--- config.mk ---
export PLATFORM = sky130hd
export DESIGN_NAME = sfp_flash_guard
export DESIGN_NICKNAME = d
export VERILOG_FILES = /design/src/shared/sfp_pkg.sv /design/src/rtl/sfp_flash_guard.sv
export SDC_FILE = /design/constraint.sdc
export NUM_CORES = 1
export LEC_CHECK = 0
export ABC_AREA = 1
export BUFFER_PORTS_ARGS = -buffer_cell sky130_fd_sc_hd__buf_2
export CORE_AREA = 2 2 92 94
export CTS_CLUSTER_SIZE = 24
export DETAILED_ROUTE_END_ITERATION = 7
export DIE_AREA = 0 0 94 96
export PLACE_DENSITY = 0.82
export REMOVE_ABC_BUFFERS = 1
export SLEW_MARGIN = 20
export SYNTH_ARGS = -nofsm -noshare
export SYNTH_HDL_FRONTEND = slang
export SYNTH_SLANG_ARGS = --single-unit
--- constraint.sdc ---
create_clock -name clk_sys_in -period 2.7 [get_ports clk_sys_in]
set_input_delay 0.675 -clock clk_sys_in [delete_from_list [all_inputs] [get_ports clk_sys_in]]
set_output_delay 0.675 -clock clk_sys_in [all_outputs]
set_load 0.05 [all_outputs]
--- src/shared/sfp_pkg.sv ---
package sfp_pkg;

	// Array geometry: 21 address bits, 64K-byte blocks selected by the top five.
	localparam int SFP_ADDR_W = 21;
	localparam int SFP_BLK_LSB = 16;
	localparam logic [5:0] SFP_BLK_COUNT = 6'h20;
	localparam logic [3:0] SFP_LVL_ALL = 4'h6;

	// One-time-programmable area: row select is offset bit 9.
	localparam int SFP_OTP_W = 10;
	localparam int SFP_OTP_ROW_BIT = 9;

	// Status byte field positions.
	localparam int SFP_ST_BUSY = 0;
	localparam int SFP_ST_WEL = 1;
	localparam int SFP_ST_LVL_LSB = 2;
	localparam int SFP_ST_STATUS_WRITE_LOCK_BIT = 7;

	// Reset values.
	localparam logic [3:0] SFP_LVL_RST = 4'h0;
	localparam logic SFP_STATUS_WRITE_LOCK_BIT_RST = 1'b0;
	localparam logic SFP_CUST_LOCK_RST = 1'b0;

	// Byte counts a command must end on; program needs at least PROG, and the count stops at MAX.
	localparam logic [2:0] SFP_BYTES_ONE = 3'h1;
	localparam logic [2:0] SFP_BYTES_WRSR = 3'h2;
	localparam logic [2:0] SFP_BYTES_ADDR = 3'h4;
	localparam logic [2:0] SFP_BYTES_PROG = 3'h5;
	localparam logic [2:0] SFP_BYTES_MAX = 3'h7;

	// Command opcodes.
	localparam logic [7:0] SFP_OPC_WRITE_ENABLE_CMD = 8'h06;
	localparam logic [7:0] SFP_OPC_WRDI = 8'h04;
	localparam logic [7:0] SFP_OPC_RDSR = 8'h05;
	localparam logic [7:0] SFP_OPC_WRSR = 8'h01;
	localparam logic [7:0] SFP_OPC_PP = 8'h02;
	localparam logic [7:0] SFP_OPC_SE = 8'h20;
	localparam logic [7:0] SFP_OPC_BE32 = 8'h52;
	localparam logic [7:0] SFP_OPC_BE64 = 8'hD8;
	localparam logic [7:0] SFP_OPC_CE_A = 8'h60;
	localparam logic [7:0] SFP_OPC_CE_B = 8'hC7;
	localparam logic [7:0] SFP_OPC_ENTER = 8'hA1;
	localparam logic [7:0] SFP_OPC_EXIT = 8'hA2;
	localparam logic [7:0] SFP_OPC_SECWR = 8'hA3;
	localparam logic [7:0] SFP_OPC_SECRD = 8'hA4;

	typedef enum logic [1:0] {
		SFP_LS_IDLE = 2'b00,
		SFP_LS_CMD = 2'b01,
		SFP_LS_ACTIVE = 2'b10,
		SFP_LS_STANDBY = 2'b11
	} sfp_link_e;

	typedef enum logic [2:0] {
		SFP_OP_NONE = 3'b000,
		SFP_OP_PP = 3'b001,
		SFP_OP_SE = 3'b010,
		SFP_OP_BE32 = 3'b011,
		SFP_OP_BE64 = 3'b100,
		SFP_OP_CE = 3'b101,
		SFP_OP_WRSR = 3'b110
	} sfp_op_e;

	typedef struct packed {
		logic valid;
		sfp_op_e kind;
		logic otp;
		logic [SFP_ADDR_W-1:0] addr;
	} sfp_op_s;

endpackage : sfp_pkg

--- src/rtl/sfp_flash_guard.sv ---
// Contract
// - Top/bottom zero: levels 1-5 protect top 1..16 blocks, 6-15 all, 0 none.
// - Top/bottom one: levels 1-5 protect lowest 1..16 blocks, 6-15 all.
// - Chip erase only runs when all four protect bits are zero.
// - OTP area is two 4096-bit rows, offsets 000-1FF and 200-3FF.
// - Security bit 0 reports the factory lock of the second row.
// - Security write command sets customer lock bit 1.
// - A locked OTP row refuses every later change.
// - Enter/exit commands bracket OTP mode; main array blocked inside it.
// - Array is 32 blocks of 64K, 000000h to 1FFFFFh ascending.
// - Unknown command sends device to standby with output off until chip select rises.
// - Known command holds active mode until chip select rises.
// - Inputs sampled on SCLK rise, outputs shifted on SCLK fall; modes 0 and 3.
// - Read commands may end after any output bit.
// - Write-type commands must end on a byte boundary or are rejected.
// - Array commands are ignored while an internal operation runs.
// - Hold pauses only the serial link, never a running operation.
// - Hold begins on hold falling while SCLK low, else when SCLK falls.
// - Hold ends on hold rising while SCLK low, else when SCLK falls.
// - During hold output is off and serial input ignored.
// - Chip select rising during hold resets the interface logic.
// - Hold is disabled in four-line mode.
// - Write-protect pin low with status lock bit set locks protect bits and status lock bit, not in four-line mode.
// - Data-changing commands need the write-enable latch set first.
`timescale 1ns/1ps
module sfp_flash_guard
	import sfp_pkg::*;
(
	// System clock and reset.
	input wire logic clk_sys_in,
	input wire logic rst_b_in,
	// Serial link pins.
	input wire logic cs_b_in,
	input wire logic sclk_in,
	input wire logic si_in,
	input wire logic hold_b_in,
	input wire logic wp_b_in,
	output logic so_out,
	output logic so_oe_out,
	// Configuration and engine status.
	input wire logic top_bottom_select_in,
	input wire logic quad_mode_in,
	input wire logic factory_lock_in,
	input wire logic busy_in,
	// Operation request and visible state.
	output sfp_op_s op_out,
	output logic [3:0] protect_level_out,
	output logic write_enable_latch_out,
	output logic otp_mode_out,
	output logic [1:0] security_out,
	output logic hold_out
);

	localparam int NPIN = 5;
	localparam int P_CS = 0;
	localparam int P_SCLK = 1;
	localparam int P_SI = 2;
	localparam int P_HOLD = 3;
	localparam int P_WP = 4;

	logic [NPIN-1:0] pin_raw;
	logic [NPIN-1:0] pin_m_q;
	logic [NPIN-1:0] pin_s_q;
	logic cs_p_q;
	logic sclk_p_q;
	logic cs_rise;
	logic sclk_rise;
	logic sclk_fall;
	logic shift_en;
	sfp_link_e state_q;
	logic hold_q;
	logic [2:0] bit_q;
	logic [2:0] byte_q;
	logic [7:0] sr_q;
	logic [7:0] byte_nx;
	logic [7:0] cmd_q;
	logic [23:0] addr_q;
	logic [7:0] wdat_q;
	logic [7:0] out_sr_q;
	logic out_en_q;
	logic so_q;
	logic [3:0] level_q;
	logic status_write_lock_bit_q;
	logic wel_q;
	logic otp_q;
	logic cust_q;
	sfp_op_s op_q;
	sfp_op_s op_d;
	logic exec;
	logic ok_simple;
	logic blk_hit;
	logic row_locked;

	function automatic logic blk_prot(input logic [4:0] blk, input logic [3:0] lvl,
		input logic tb);
		logic [5:0] n;
		n = 6'h01 << (lvl - 4'h1);
		if (lvl == 4'h0)
			blk_prot = 1'b0;
		else if (lvl >= SFP_LVL_ALL)
			blk_prot = 1'b1;
		else if (tb)
			blk_prot = {1'b0, blk} < n;
		else
			blk_prot = {1'b0, blk} >= (SFP_BLK_COUNT - n);
	endfunction : blk_prot

	function automatic logic is_known(input logic [7:0] c);
		case (c)
			SFP_OPC_WRITE_ENABLE_CMD, SFP_OPC_WRDI, SFP_OPC_RDSR, SFP_OPC_WRSR, SFP_OPC_PP,
			SFP_OPC_SE, SFP_OPC_BE32, SFP_OPC_BE64, SFP_OPC_CE_A, SFP_OPC_CE_B,
			SFP_OPC_ENTER, SFP_OPC_EXIT, SFP_OPC_SECWR, SFP_OPC_SECRD:
				is_known = 1'b1;
			default:
				is_known = 1'b0;
		endcase
	endfunction : is_known

	// Every pin crosses two flip-flops before any logic looks at it.
	assign pin_raw = {wp_b_in, hold_b_in, si_in, sclk_in, cs_b_in};

	generate
		for (genvar i = 0; i < NPIN; i++)
		begin : g_sync
			always_ff @(posedge clk_sys_in)
			begin
				if (!rst_b_in)
				begin
					pin_m_q[i] <= 1'b1;
					pin_s_q[i] <= 1'b1;
				end
				else
				begin
					pin_m_q[i] <= pin_raw[i];
					pin_s_q[i] <= pin_m_q[i];
				end
			end
		end
	endgenerate

	always_ff @(posedge clk_sys_in)
	begin
		if (!rst_b_in)
		begin
			cs_p_q <= 1'b1;
			sclk_p_q <= 1'b1;
		end
		else
		begin
			cs_p_q <= pin_s_q[P_CS];
			sclk_p_q <= pin_s_q[P_SCLK];
		end
	end

	// Only edges matter, so the idle level of SCLK is free in either mode.
	assign sclk_rise = pin_s_q[P_SCLK] & ~sclk_p_q;
	assign sclk_fall = ~pin_s_q[P_SCLK] & sclk_p_q;
	assign cs_rise = pin_s_q[P_CS] & ~cs_p_q;
	assign shift_en = sclk_rise && !pin_s_q[P_CS] && !hold_q && (state_q != SFP_LS_STANDBY);
	assign byte_nx = {sr_q[6:0], pin_s_q[P_SI]};

	// Hold only freezes the link; busy_in and the op engine are untouched.
	always_ff @(posedge clk_sys_in)
	begin
		if (!rst_b_in)
			hold_q <= 1'b0;
		else if (pin_s_q[P_CS] || quad_mode_in)
			hold_q <= 1'b0;
		else if (!pin_s_q[P_SCLK])
			hold_q <= !pin_s_q[P_HOLD];
	end

	always_ff @(posedge clk_sys_in)
	begin
		if (!rst_b_in)
			state_q <= SFP_LS_IDLE;
		else if (pin_s_q[P_CS])
			state_q <= SFP_LS_IDLE;
		else
		begin
			case (state_q)
				SFP_LS_IDLE:
					state_q <= SFP_LS_CMD;
				SFP_LS_CMD:
					if (shift_en && bit_q == 3'h7)
						state_q <= is_known(byte_nx) ? SFP_LS_ACTIVE : SFP_LS_STANDBY;
				SFP_LS_ACTIVE:
					state_q <= SFP_LS_ACTIVE;
				SFP_LS_STANDBY:
					state_q <= SFP_LS_STANDBY;
				default:
					state_q <= SFP_LS_IDLE;
			endcase
		end
	end

	always_ff @(posedge clk_sys_in)
	begin
		if (!rst_b_in || pin_s_q[P_CS])
		begin
			bit_q <= 3'h0;
			byte_q <= 3'h0;
			sr_q <= 8'h00;
			cmd_q <= 8'h00;
			addr_q <= 24'h000000;
			wdat_q <= 8'h00;
		end
		else if (shift_en)
		begin
			sr_q <= byte_nx;
			bit_q <= bit_q + 3'h1;
			if (bit_q == 3'h7)
			begin
				if (byte_q != SFP_BYTES_MAX)
					byte_q <= byte_q + 3'h1;
				if (byte_q == 3'h0)
					cmd_q <= byte_nx;
				else if (byte_q < SFP_BYTES_ADDR)
					addr_q <= {addr_q[15:0], byte_nx};
				if (byte_q == 3'h1)
					wdat_q <= byte_nx;
			end
		end
	end

	// Read data leaves on SCLK falls and may stop after any bit.
	always_ff @(posedge clk_sys_in)
	begin
		if (!rst_b_in || pin_s_q[P_CS])
		begin
			out_en_q <= 1'b0;
			out_sr_q <= 8'h00;
			so_q <= 1'b0;
		end
		else if (shift_en && bit_q == 3'h7 && byte_q == 3'h0)
		begin
			out_sr_q <= (byte_nx == SFP_OPC_SECRD) ? {6'h00, cust_q, factory_lock_in}
				: {status_write_lock_bit_q, 1'b0, level_q, wel_q, busy_in};
			out_en_q <= (byte_nx == SFP_OPC_RDSR) || (byte_nx == SFP_OPC_SECRD);
		end
		else if (sclk_fall && out_en_q && !hold_q)
		begin
			so_q <= out_sr_q[7];
			out_sr_q <= {out_sr_q[6:0], out_sr_q[7]};
		end
	end

	assign so_out = so_q;
	assign so_oe_out = out_en_q && !hold_q && !pin_s_q[P_CS] && (state_q == SFP_LS_ACTIVE);

	// Write-type commands only count when chip select rises on a byte edge.
	assign exec = cs_rise && (state_q == SFP_LS_ACTIVE) && (bit_q == 3'h0) && !busy_in;
	assign ok_simple = exec && (byte_q == SFP_BYTES_ONE);
	assign blk_hit = blk_prot(addr_q[SFP_ADDR_W-1:SFP_BLK_LSB], level_q, top_bottom_select_in);
	assign row_locked = addr_q[SFP_OTP_ROW_BIT] ? factory_lock_in : cust_q;

	always_comb
	begin
		op_d = '0;
		op_d.addr = addr_q[SFP_ADDR_W-1:0];
		op_d.otp = otp_q;
		case (cmd_q)
			SFP_OPC_PP:
				if (byte_q >= SFP_BYTES_PROG)
					op_d.kind = SFP_OP_PP;
			SFP_OPC_SE:
				if (byte_q == SFP_BYTES_ADDR)
					op_d.kind = SFP_OP_SE;
			SFP_OPC_BE32:
				if (byte_q == SFP_BYTES_ADDR)
					op_d.kind = SFP_OP_BE32;
			SFP_OPC_BE64:
				if (byte_q == SFP_BYTES_ADDR)
					op_d.kind = SFP_OP_BE64;
			SFP_OPC_CE_A, SFP_OPC_CE_B:
				if (byte_q == SFP_BYTES_ONE && level_q == 4'h0)
					op_d.kind = SFP_OP_CE;
			SFP_OPC_WRSR:
				if (byte_q == SFP_BYTES_WRSR && !(status_write_lock_bit_q && !pin_s_q[P_WP] && !quad_mode_in))
					op_d.kind = SFP_OP_WRSR;
			default:
				op_d.kind = SFP_OP_NONE;
		endcase
		if (otp_q)
		begin
			if (op_d.kind == SFP_OP_PP && !row_locked)
				op_d.addr = {{(SFP_ADDR_W-SFP_OTP_W){1'b0}}, addr_q[SFP_OTP_W-1:0]};
			else if (op_d.kind != SFP_OP_WRSR)
				op_d.kind = SFP_OP_NONE;
		end
		else if (op_d.kind != SFP_OP_CE && op_d.kind != SFP_OP_WRSR && blk_hit)
			op_d.kind = SFP_OP_NONE;
		op_d.valid = exec && wel_q && (op_d.kind != SFP_OP_NONE);
	end

	always_ff @(posedge clk_sys_in)
	begin
		if (!rst_b_in)
			op_q <= '0;
		else
			op_q <= op_d;
	end

	assign op_out = op_q;

	always_ff @(posedge clk_sys_in)
	begin
		if (!rst_b_in)
			wel_q <= 1'b0;
		else if (ok_simple && cmd_q == SFP_OPC_WRITE_ENABLE_CMD)
			wel_q <= 1'b1;
		else if (op_d.valid || (ok_simple && (cmd_q == SFP_OPC_WRDI || cmd_q == SFP_OPC_SECWR)))
			wel_q <= 1'b0;
	end

	always_ff @(posedge clk_sys_in)
	begin
		if (!rst_b_in)
		begin
			level_q <= SFP_LVL_RST;
			status_write_lock_bit_q <= SFP_STATUS_WRITE_LOCK_BIT_RST;
		end
		else if (op_d.valid && op_d.kind == SFP_OP_WRSR)
		begin
			level_q <= wdat_q[SFP_ST_LVL_LSB+3:SFP_ST_LVL_LSB];
			status_write_lock_bit_q <= wdat_q[SFP_ST_STATUS_WRITE_LOCK_BIT];
		end
	end

	always_ff @(posedge clk_sys_in)
	begin
		if (!rst_b_in)
			otp_q <= 1'b0;
		else if (ok_simple && cmd_q == SFP_OPC_ENTER)
			otp_q <= 1'b1;
		else if (ok_simple && cmd_q == SFP_OPC_EXIT)
			otp_q <= 1'b0;
	end

	// The customer lock never clears short of a reset of the whole part.
	always_ff @(posedge clk_sys_in)
	begin
		if (!rst_b_in)
			cust_q <= SFP_CUST_LOCK_RST;
		else if (ok_simple && cmd_q == SFP_OPC_SECWR && wel_q)
			cust_q <= 1'b1;
	end

	assign protect_level_out = level_q;
	assign write_enable_latch_out = wel_q;
	assign otp_mode_out = otp_q;
	assign security_out = {cust_q, factory_lock_in};
	assign hold_out = hold_q;
endmodule : sfp_flash_guard

==> flow_metrics.py, run 1 <==
metrics = {
    "grt": {
        "grtUsageTotal_pct": 23.9,
        "antenna_found_initial": 0,
        "overflow": 0,
        "grt_pass1_vias": 3673,
        "grt_pass1_wl_um": 16600,
        "grt_start_max_net_pins": 55,
    },
    "finish": {
        "area_delta_synth_final_pct": 14.3,
        "diodes": 0,
        "drive_gt1_share_pct": 23.0,
        "fin_nets": 660,
    },
    "drt": {
        "vias_per_cell": 5.26,
        "dr_total_vias": 3898,
        "dr.first_iter.drc_count": 172,
        "post-route-drc-count": 0,
        "drtAntennaViolNets": 0,
        "routed_wl_um": 10600,
        "first_pass_iters": 4,
        "wl_per_cell_um": 14.3,
    },
    "setup_path": {
        "arrival_ns": 2.89,
        "critPathKind": "register to register",
        "crit_path_end": "protect_level_out[2]",
        "critPathMostFrequentCell": "nand2_1",
        "r2r_end": "protect_level_out[2]",
        "worstReg2RegStart": "protect_level_out[0]",
        "slowest_stage": "dfxtp_4",
        "cp-end-kind": "register",
        "cp_cell_sequence": "inv_2, nor2_4, nand2_4, ha_4, xnor2_2, ha_1, nand2_1, inv_1, nand2_1, nand2_1, nand2_1, nand2_1, nand2_1, nand3_2, nand2_4, nand2_2, a21boi_2, nand3_4, inv_4, nor2_1, nor2_1",
        "cpPeakStageDelay_ns": 0.42,
        "startpoint": "protect_level_out[0]",
        "cp-start-kind": "register",
        "reg2reg_depth": 21,
        "r2r_slack_ns": 0.13,
        "required_ns": 3.02,
        "crit_fanout": 6,
    },
    "sta": {
        "rsz0062_at_grt": "true",
        "hold_viol": 0,
        "period_needed_ns": 2.57,
        "fin_ws_ns": 0.129,
        "fin_tns_setup_ns": 0,
        "fin_crit_sh_pct": 95.2,
        "tightestPinTransition_ns": 0.538,
        "finalSetupViolCount": 0,
        "fin_worst_skew_ns": 0.0189,
        "drv_slew": 0,
        "fmax_mhz": 389,
        "slew_headroom_pct": 64.0,
    },
    "pwr": {
        "p_clk_share_pct": 37.7,
        "p_leak_uw": 0.00232,
        "p_comb_share_pct": 2.1,
        "vdd_drop_max_mv": 0.304,
        "p_sw_uw": 651,
        "power.internal_uw": 1960,
        "seq_power_share_pct": 60.3,
        "swShare_pct": 25.0,
        "powerDensity_mw_per_mm2": 500,
    },
    "logic_synthesis": {
        "yosysMostFrequentCell": "dfxtp_1",
        "synth_cell_types": 47,
        "synth-edff-count": 0,
        "yosysWarnings": 0,
        "yosys-top-cells-count": "dfxtp_1, nand2_1, inv_1, a21oi_1, o21ai_0",
        "ys_top_cells_by_area": "dfxtp_1, nand2_1, inv_1",
        "synth_top_area_cell": "dfxtp_1",
        "yosysSeqAreaShare_pct": 46.5,
        "synth_top_area_share_pct": 46.5,
        "syn_avg_cell_area_um2": 7.85,
        "ys.flop_type": "dfxtp_1",
        "syn_inst": 581,
        "ys_ff_latch": 106,
        "syn_area_mm2": 0.00456,
        "async_reset_ff_share_pct": 0,
    },
    "cts": {
        "numClockSinks": 106,
        "cts_buffers": 9,
        "htree_levels": 3,
        "cts_root_buf": "clkbuf_8",
        "cts_buffer_depth": 2,
        "clk_pin_slew_worst_paths_ns": 0.11,
        "insertion_delay_ns": 0.38,
        "cts_tree": "built",
    },
    "floorplan": {
        "num_io_pins": 48,
        "die_x_um": 94,
        "start_util_pct": 56.6,
        "die_area_mm2": 0.00902,
        "placementRows": 33,
        "die_h_um": 96,
        "core_area_mm2": 0.00805,
    },
    "run": {
        "maxCapViolations": 0,
    },
    "placement": {
        "post-place-ws_ns": 0.00516,
        "dp_hpwl_um": 7540,
        "numPortBuffers": 47,
        "globalplace.congestion": 0.887,
    },
    "run_status": {
        "status": "finished clean",
    },
    "min_path": {
        "hold_path.class": "register to register",
    },
}
metrics by stage:
step                      instances  total power, uW  hold slack [ns]  utilization (%)  instance area (um2)
after floorplan                 563             1630            0.393                -                 4480
after global placement          721             1660            0.395             60.7                 4890
after detailed placement        721             1660            0.401             60.7                 4890
after CTS                       737             2640            0.428             63.3                 5100
after global routing            741             2700            0.445             64.8                 5210
final                           741             2610            0.423             64.8                 5210
cell families (layout without fill, tap and decap cells):
family / Yosys count / count (layout) / share of synthesized area, %
and+or+nand+nor: 205 / 205 / 21.8
AOI/OAI and AO/OA: 135 / 135 / 16.6
buffers and inverters: 116 / 171 / 9.99
DFF: 106 / 106 / 46.5
adders and majority gates: 18 / 18 / 4.94
xor gates and xnor gates: 1 / 1 / 0.192
state kept, by name, summed over array words and instances, names as in the netlist, 4 cells and up:
register	flops
wdat_q	5
pin_s_q	4
protect_level_out	4
cmd_q	8
sr_q	7
out_sr_q	8
addr_q	21
pin_m_q	5
op_out	26
final cells by class:
class / instances / area, um2
fill: 703 / 2840
sequential: 106 / 2130
multi-input combinational: 359 / 2050
inverter: 98 / 375
timing repair buffer: 57 / 310
tap: 105 / 131
clock buffer: 9 / 124
clock inverter: 7 / 83.8
cells in the final DEF, fill, tap and decap left out, types with 2 or more instances in the layout:
master	n
inv_4	3
o211ai_1	6
inv_2	17
nor2_4	2
nor2_2	7
or2_2	10
o21ai_0	51
nor3_1	20
nand2_1	80
dfxtp_4	3
buf_4	10
nand4_1	4
a21oi_1	56
clkinv_8	3
inv_1	78
ha_1	17
nand2_4	3
o21ai_1	6
dfxtp_1	102
inv_6	3
buf_2	47
nand3_2	5
nand2_2	8
nor3_4	2
a21oi_2	3
nor3b_1	3
nor2_1	39
nand3_1	16
clkbuf_8	9
critical path: cells and delay by family, from the launching register on:
kind | cells | cell delay (ns)
AO/OA/AOI/OAI | 1 | 0.19
XOR/XNOR | 1 | 0.13
adder cells (fa/ha/maj) | 2 | 0.45
buffers and inverters | 3 | 0.20
flip-flops | 1 | 0.42
AND/OR/NAND/NOR | 14 | 1.10
worst min path at each step:
stage | start | to | cells after the start
after floorplan | pin_m_q[2] | byte_nx[0] | 1
after CTS | pin_m_q[2] | byte_nx[0] | 1
after global placement | pin_m_q[2] | byte_nx[0] | 1
after global routing | pin_s_q[3] | hold_out | 1
after detailed placement | pin_m_q[2] | byte_nx[0] | 1
final | pin_m_q[2] | byte_nx[0] | 1
metal layers:
metal	wire (um)	GRT usage [%]	vias to the layer above
li1	-	-	1984
met1	4520	29.5	1789
met2	5230	40.3	93
met3	419	3.13	32
met4	425	13.5	0
met5	0	0	-
power groups by stage:
stage	Clock (uW)	Combinational, uW	Sequential (uW)
after detailed placement	0	53.7	1610
after global placement	0	51.6	1610
after global routing	1070	58.8	1570
after floorplan	0	25.7	1610
after CTS	1010	53.5	1570
final	982	53.7	1570
timing repair:
item / CTS / global route
buffers inserted: 0 / 4
hold buffers: 0 / 0
setup endpoints to repair: 5 / 7
pin swaps: 0 / 10
gates resized for setup: 2 / 26
No activity file was read; power rests on OpenSTA's default activity.
==> run 2, diff against run 1 <==
--- a/config.mk
+++ b/config.mk
@@ -11,7 +11,7 @@
 export CTS_CLUSTER_SIZE = 24
 export DETAILED_ROUTE_END_ITERATION = 7
 export DIE_AREA = 0 0 94 96
-export PLACE_DENSITY = 0.82
+export PLACE_DENSITY = 0.78
 export REMOVE_ABC_BUFFERS = 1
 export SLEW_MARGIN = 20
 export SYNTH_ARGS = -nofsm -noshare
==> flow_metrics.py, run 2 (synthesis gave the netlist of run 1 again) <==
metrics = {
    "drt": {
        "first_pass_iters": 5,
        "post-route-drc-count": 0,
        "vias_per_cell": 5.33,
        "routed_wl_um": 10300,
        "wl_met1_um": 4440,
        "met2WireLength_um": 5280,
        "drtAntennaViolNets": 0,
        "highest_layer": "met4",
        "wl_per_cell_um": 13.9,
        "wl_met3_um": 420,
        "dr.first_iter.drc_count": 204,
        "dr_total_vias": 3951,
    },
    "sta": {
        "fin_tns_setup_ns": 0,
        "fin_ws_ns": 0.172,
        "fin_worst_skew_ns": 0.0123,
        "hold_viol": 0,
        "slew_headroom_pct": 65.6,
        "fmax_mhz": 396,
        "finalSetupViolCount": 0,
        "period_needed_ns": 2.53,
        "fin_crit_sh_pct": 93.6,
        "tightestPinTransition_ns": 0.514,
        "drv_slew": 0,
    },
    "setup_path": {
        "arrival_ns": 2.81,
        "cp-end-kind": "register",
        "r2r_end": "protect_level_out[2]",
        "critPathBufInv": 2,
        "r2r_slack_ns": 0.17,
        "worstReg2RegStart": "protect_level_out[1]",
        "cpPeakStageDelay_ns": 0.43,
        "crit_fanout": 7,
        "cp_cell_sequence": "inv_4, nor2_4, nand2_4, ha_4, inv_1, ha_1, nand2_1, nand2_1, nand2_1, nand2_1, nand2_1, nand2_1, nand2_1, nand3_2, nand2_4, nand2_4, a21boi_2, nand3_4, o21ai_1, nor2_1",
        "reg2reg_depth": 20,
        "cp-start-kind": "register",
        "critPathKind": "register to register",
        "cp_top_family": "simple AND/OR/NAND/NOR gates",
        "critPathMostFrequentCell": "nand2_1",
        "slowest_stage": "dfxtp_4",
        "required_ns": 2.98,
    },
    "finish": {
        "final_area_mm2": 0.00522,
        "largest_reg_flops": 26,
        "fin_util_pct": 64.8,
        "diodes": 0,
        "drive_gt1_share_pct": 22.6,
        "fin_nets": 660,
        "final_cell_mix": "dfxtp_1, nand2_1, inv_1, a21oi_1, o21ai_0",
        "area_delta_synth_final_pct": 14.5,
        "final_common_cell": "dfxtp_1",
    },
    "cts": {
        "cts_buffers": 9,
        "clk_pin_slew_worst_paths_ns": 0.11,
        "insertion_delay_ns": 0.38,
        "cts_hold_buf": 0,
        "cts_tree": "built",
        "cts_root_buf": "clkbuf_8",
        "numClockSinks": 106,
        "cts_buffer_depth": 2,
        "htree_levels": 3,
    },
    "floorplan": {
        "placementRows": 33,
        "start_util_pct": 56.6,
        "num_io_pins": 48,
        "die_area_mm2": 0.00902,
        "die_h_um": 96,
        "core_area_mm2": 0.00805,
        "die_x_um": 94,
    },
    "placement": {
        "placed_area_mm2": 0.00490,
        "numPortBuffers": 47,
        "globalplace.congestion": 0.908,
        "dp_hpwl_um": 7410,
        "post-place-ws_ns": 0.0437,
    },
    "grt": {
        "grtUsageTotal_pct": 23.3,
        "grt_start_max_net_pins": 30,
        "grt_pass1_vias": 3557,
        "grt_pass1_wl_um": 16400,
        "antenna_found_initial": 0,
        "overflow": 0,
    },
    "min_path": {
        "hold_path.class": "register to register",
        "hold_depth": 1,
        "hold_start": "pin_m_q[2]",
        "hold_end": "byte_nx[0]",
    },
    "pwr": {
        "p_leak_uw": 0.00233,
        "vdd_drop_max_mv": 0.303,
        "powerDensity_mw_per_mm2": 499,
    },
    "run": {
        "maxCapViolations": 0,
    },
    "run_status": {
        "status": "finished clean",
    },
}
## run 2: stage by stage
step           hold slack (ns)  total power [uW]  instances
2_1_floorplan            0.393              1630        563
3_3_place_gp             0.395              1660        722
3_5_place_dp             0.397              1660        722
4_1_cts                  0.424              2620        738
5_1_grt                  0.440              2690        741
6_report                 0.422              2600        741
## run 2: cell type report
type | instances | area [um2]
fill | 718 | 2830
timing repair buffer | 57 | 310
sequential | 106 | 2130
multi-input combinational | 359 | 2060
clock buffer | 9 | 124
tap | 105 | 131
clock inverter | 7 | 81.3
inverter | 98 | 380
## run 2: worst max-delay path by stage
| stage | startpoint | to | cells past startpoint |
|---|---|---|---|
| global placement | protect_level_out[1] | protect_level_out[3] | 20 |
| detailed placement | protect_level_out[1] | protect_level_out[1] | 21 |
| floorplan | rst_b_in | hold_out | 4 |
| global route | protect_level_out[1] | status_write_lock_bit_q | 23 |
| CTS | protect_level_out[2] | protect_level_out[2] | 21 |
| finish | protect_level_out[1] | protect_level_out[2] | 20 |
## run 2: metal layers
layer,vias to the layer above,global-route usage [%]
met4,0,8.09
met1,1845,28.1
met5,-,0
met3,18,5.09
met2,97,41.1
li1,1991,-
## run 2: repair_timing
item	in CTS	in global routing
setup endpoints to repair	3	7
setup buffers	0	3
gates resized for setup	1	29
pin swaps	0	9
## run 2: worst register-to-register path, cell delays in order (launching register included)
cell and delay [ns]:
dfxtp_4 0.43, inv_4 0.07, nor2_4 0.15, nand2_4 0.08
ha_4 0.25, inv_1 0.03, ha_1 0.27, nand2_1 0.07
nand2_1 0.05, nand2_1 0.05, nand2_1 0.04, nand2_1 0.05
nand2_1 0.04, nand2_1 0.06, nand3_2 0.08, nand2_4 0.11
nand2_4 0.06, a21boi_2 0.18, nand3_4 0.13, o21ai_1 0.17
nor2_1 0.06
## run 2: where the power goes
| part | switching, uW | internal (uW) |
|---|---|---|
| logic | 35.3 | 18.9 |
| clock network | 608 | 370 |
| registers | 3.38 | 1570 |
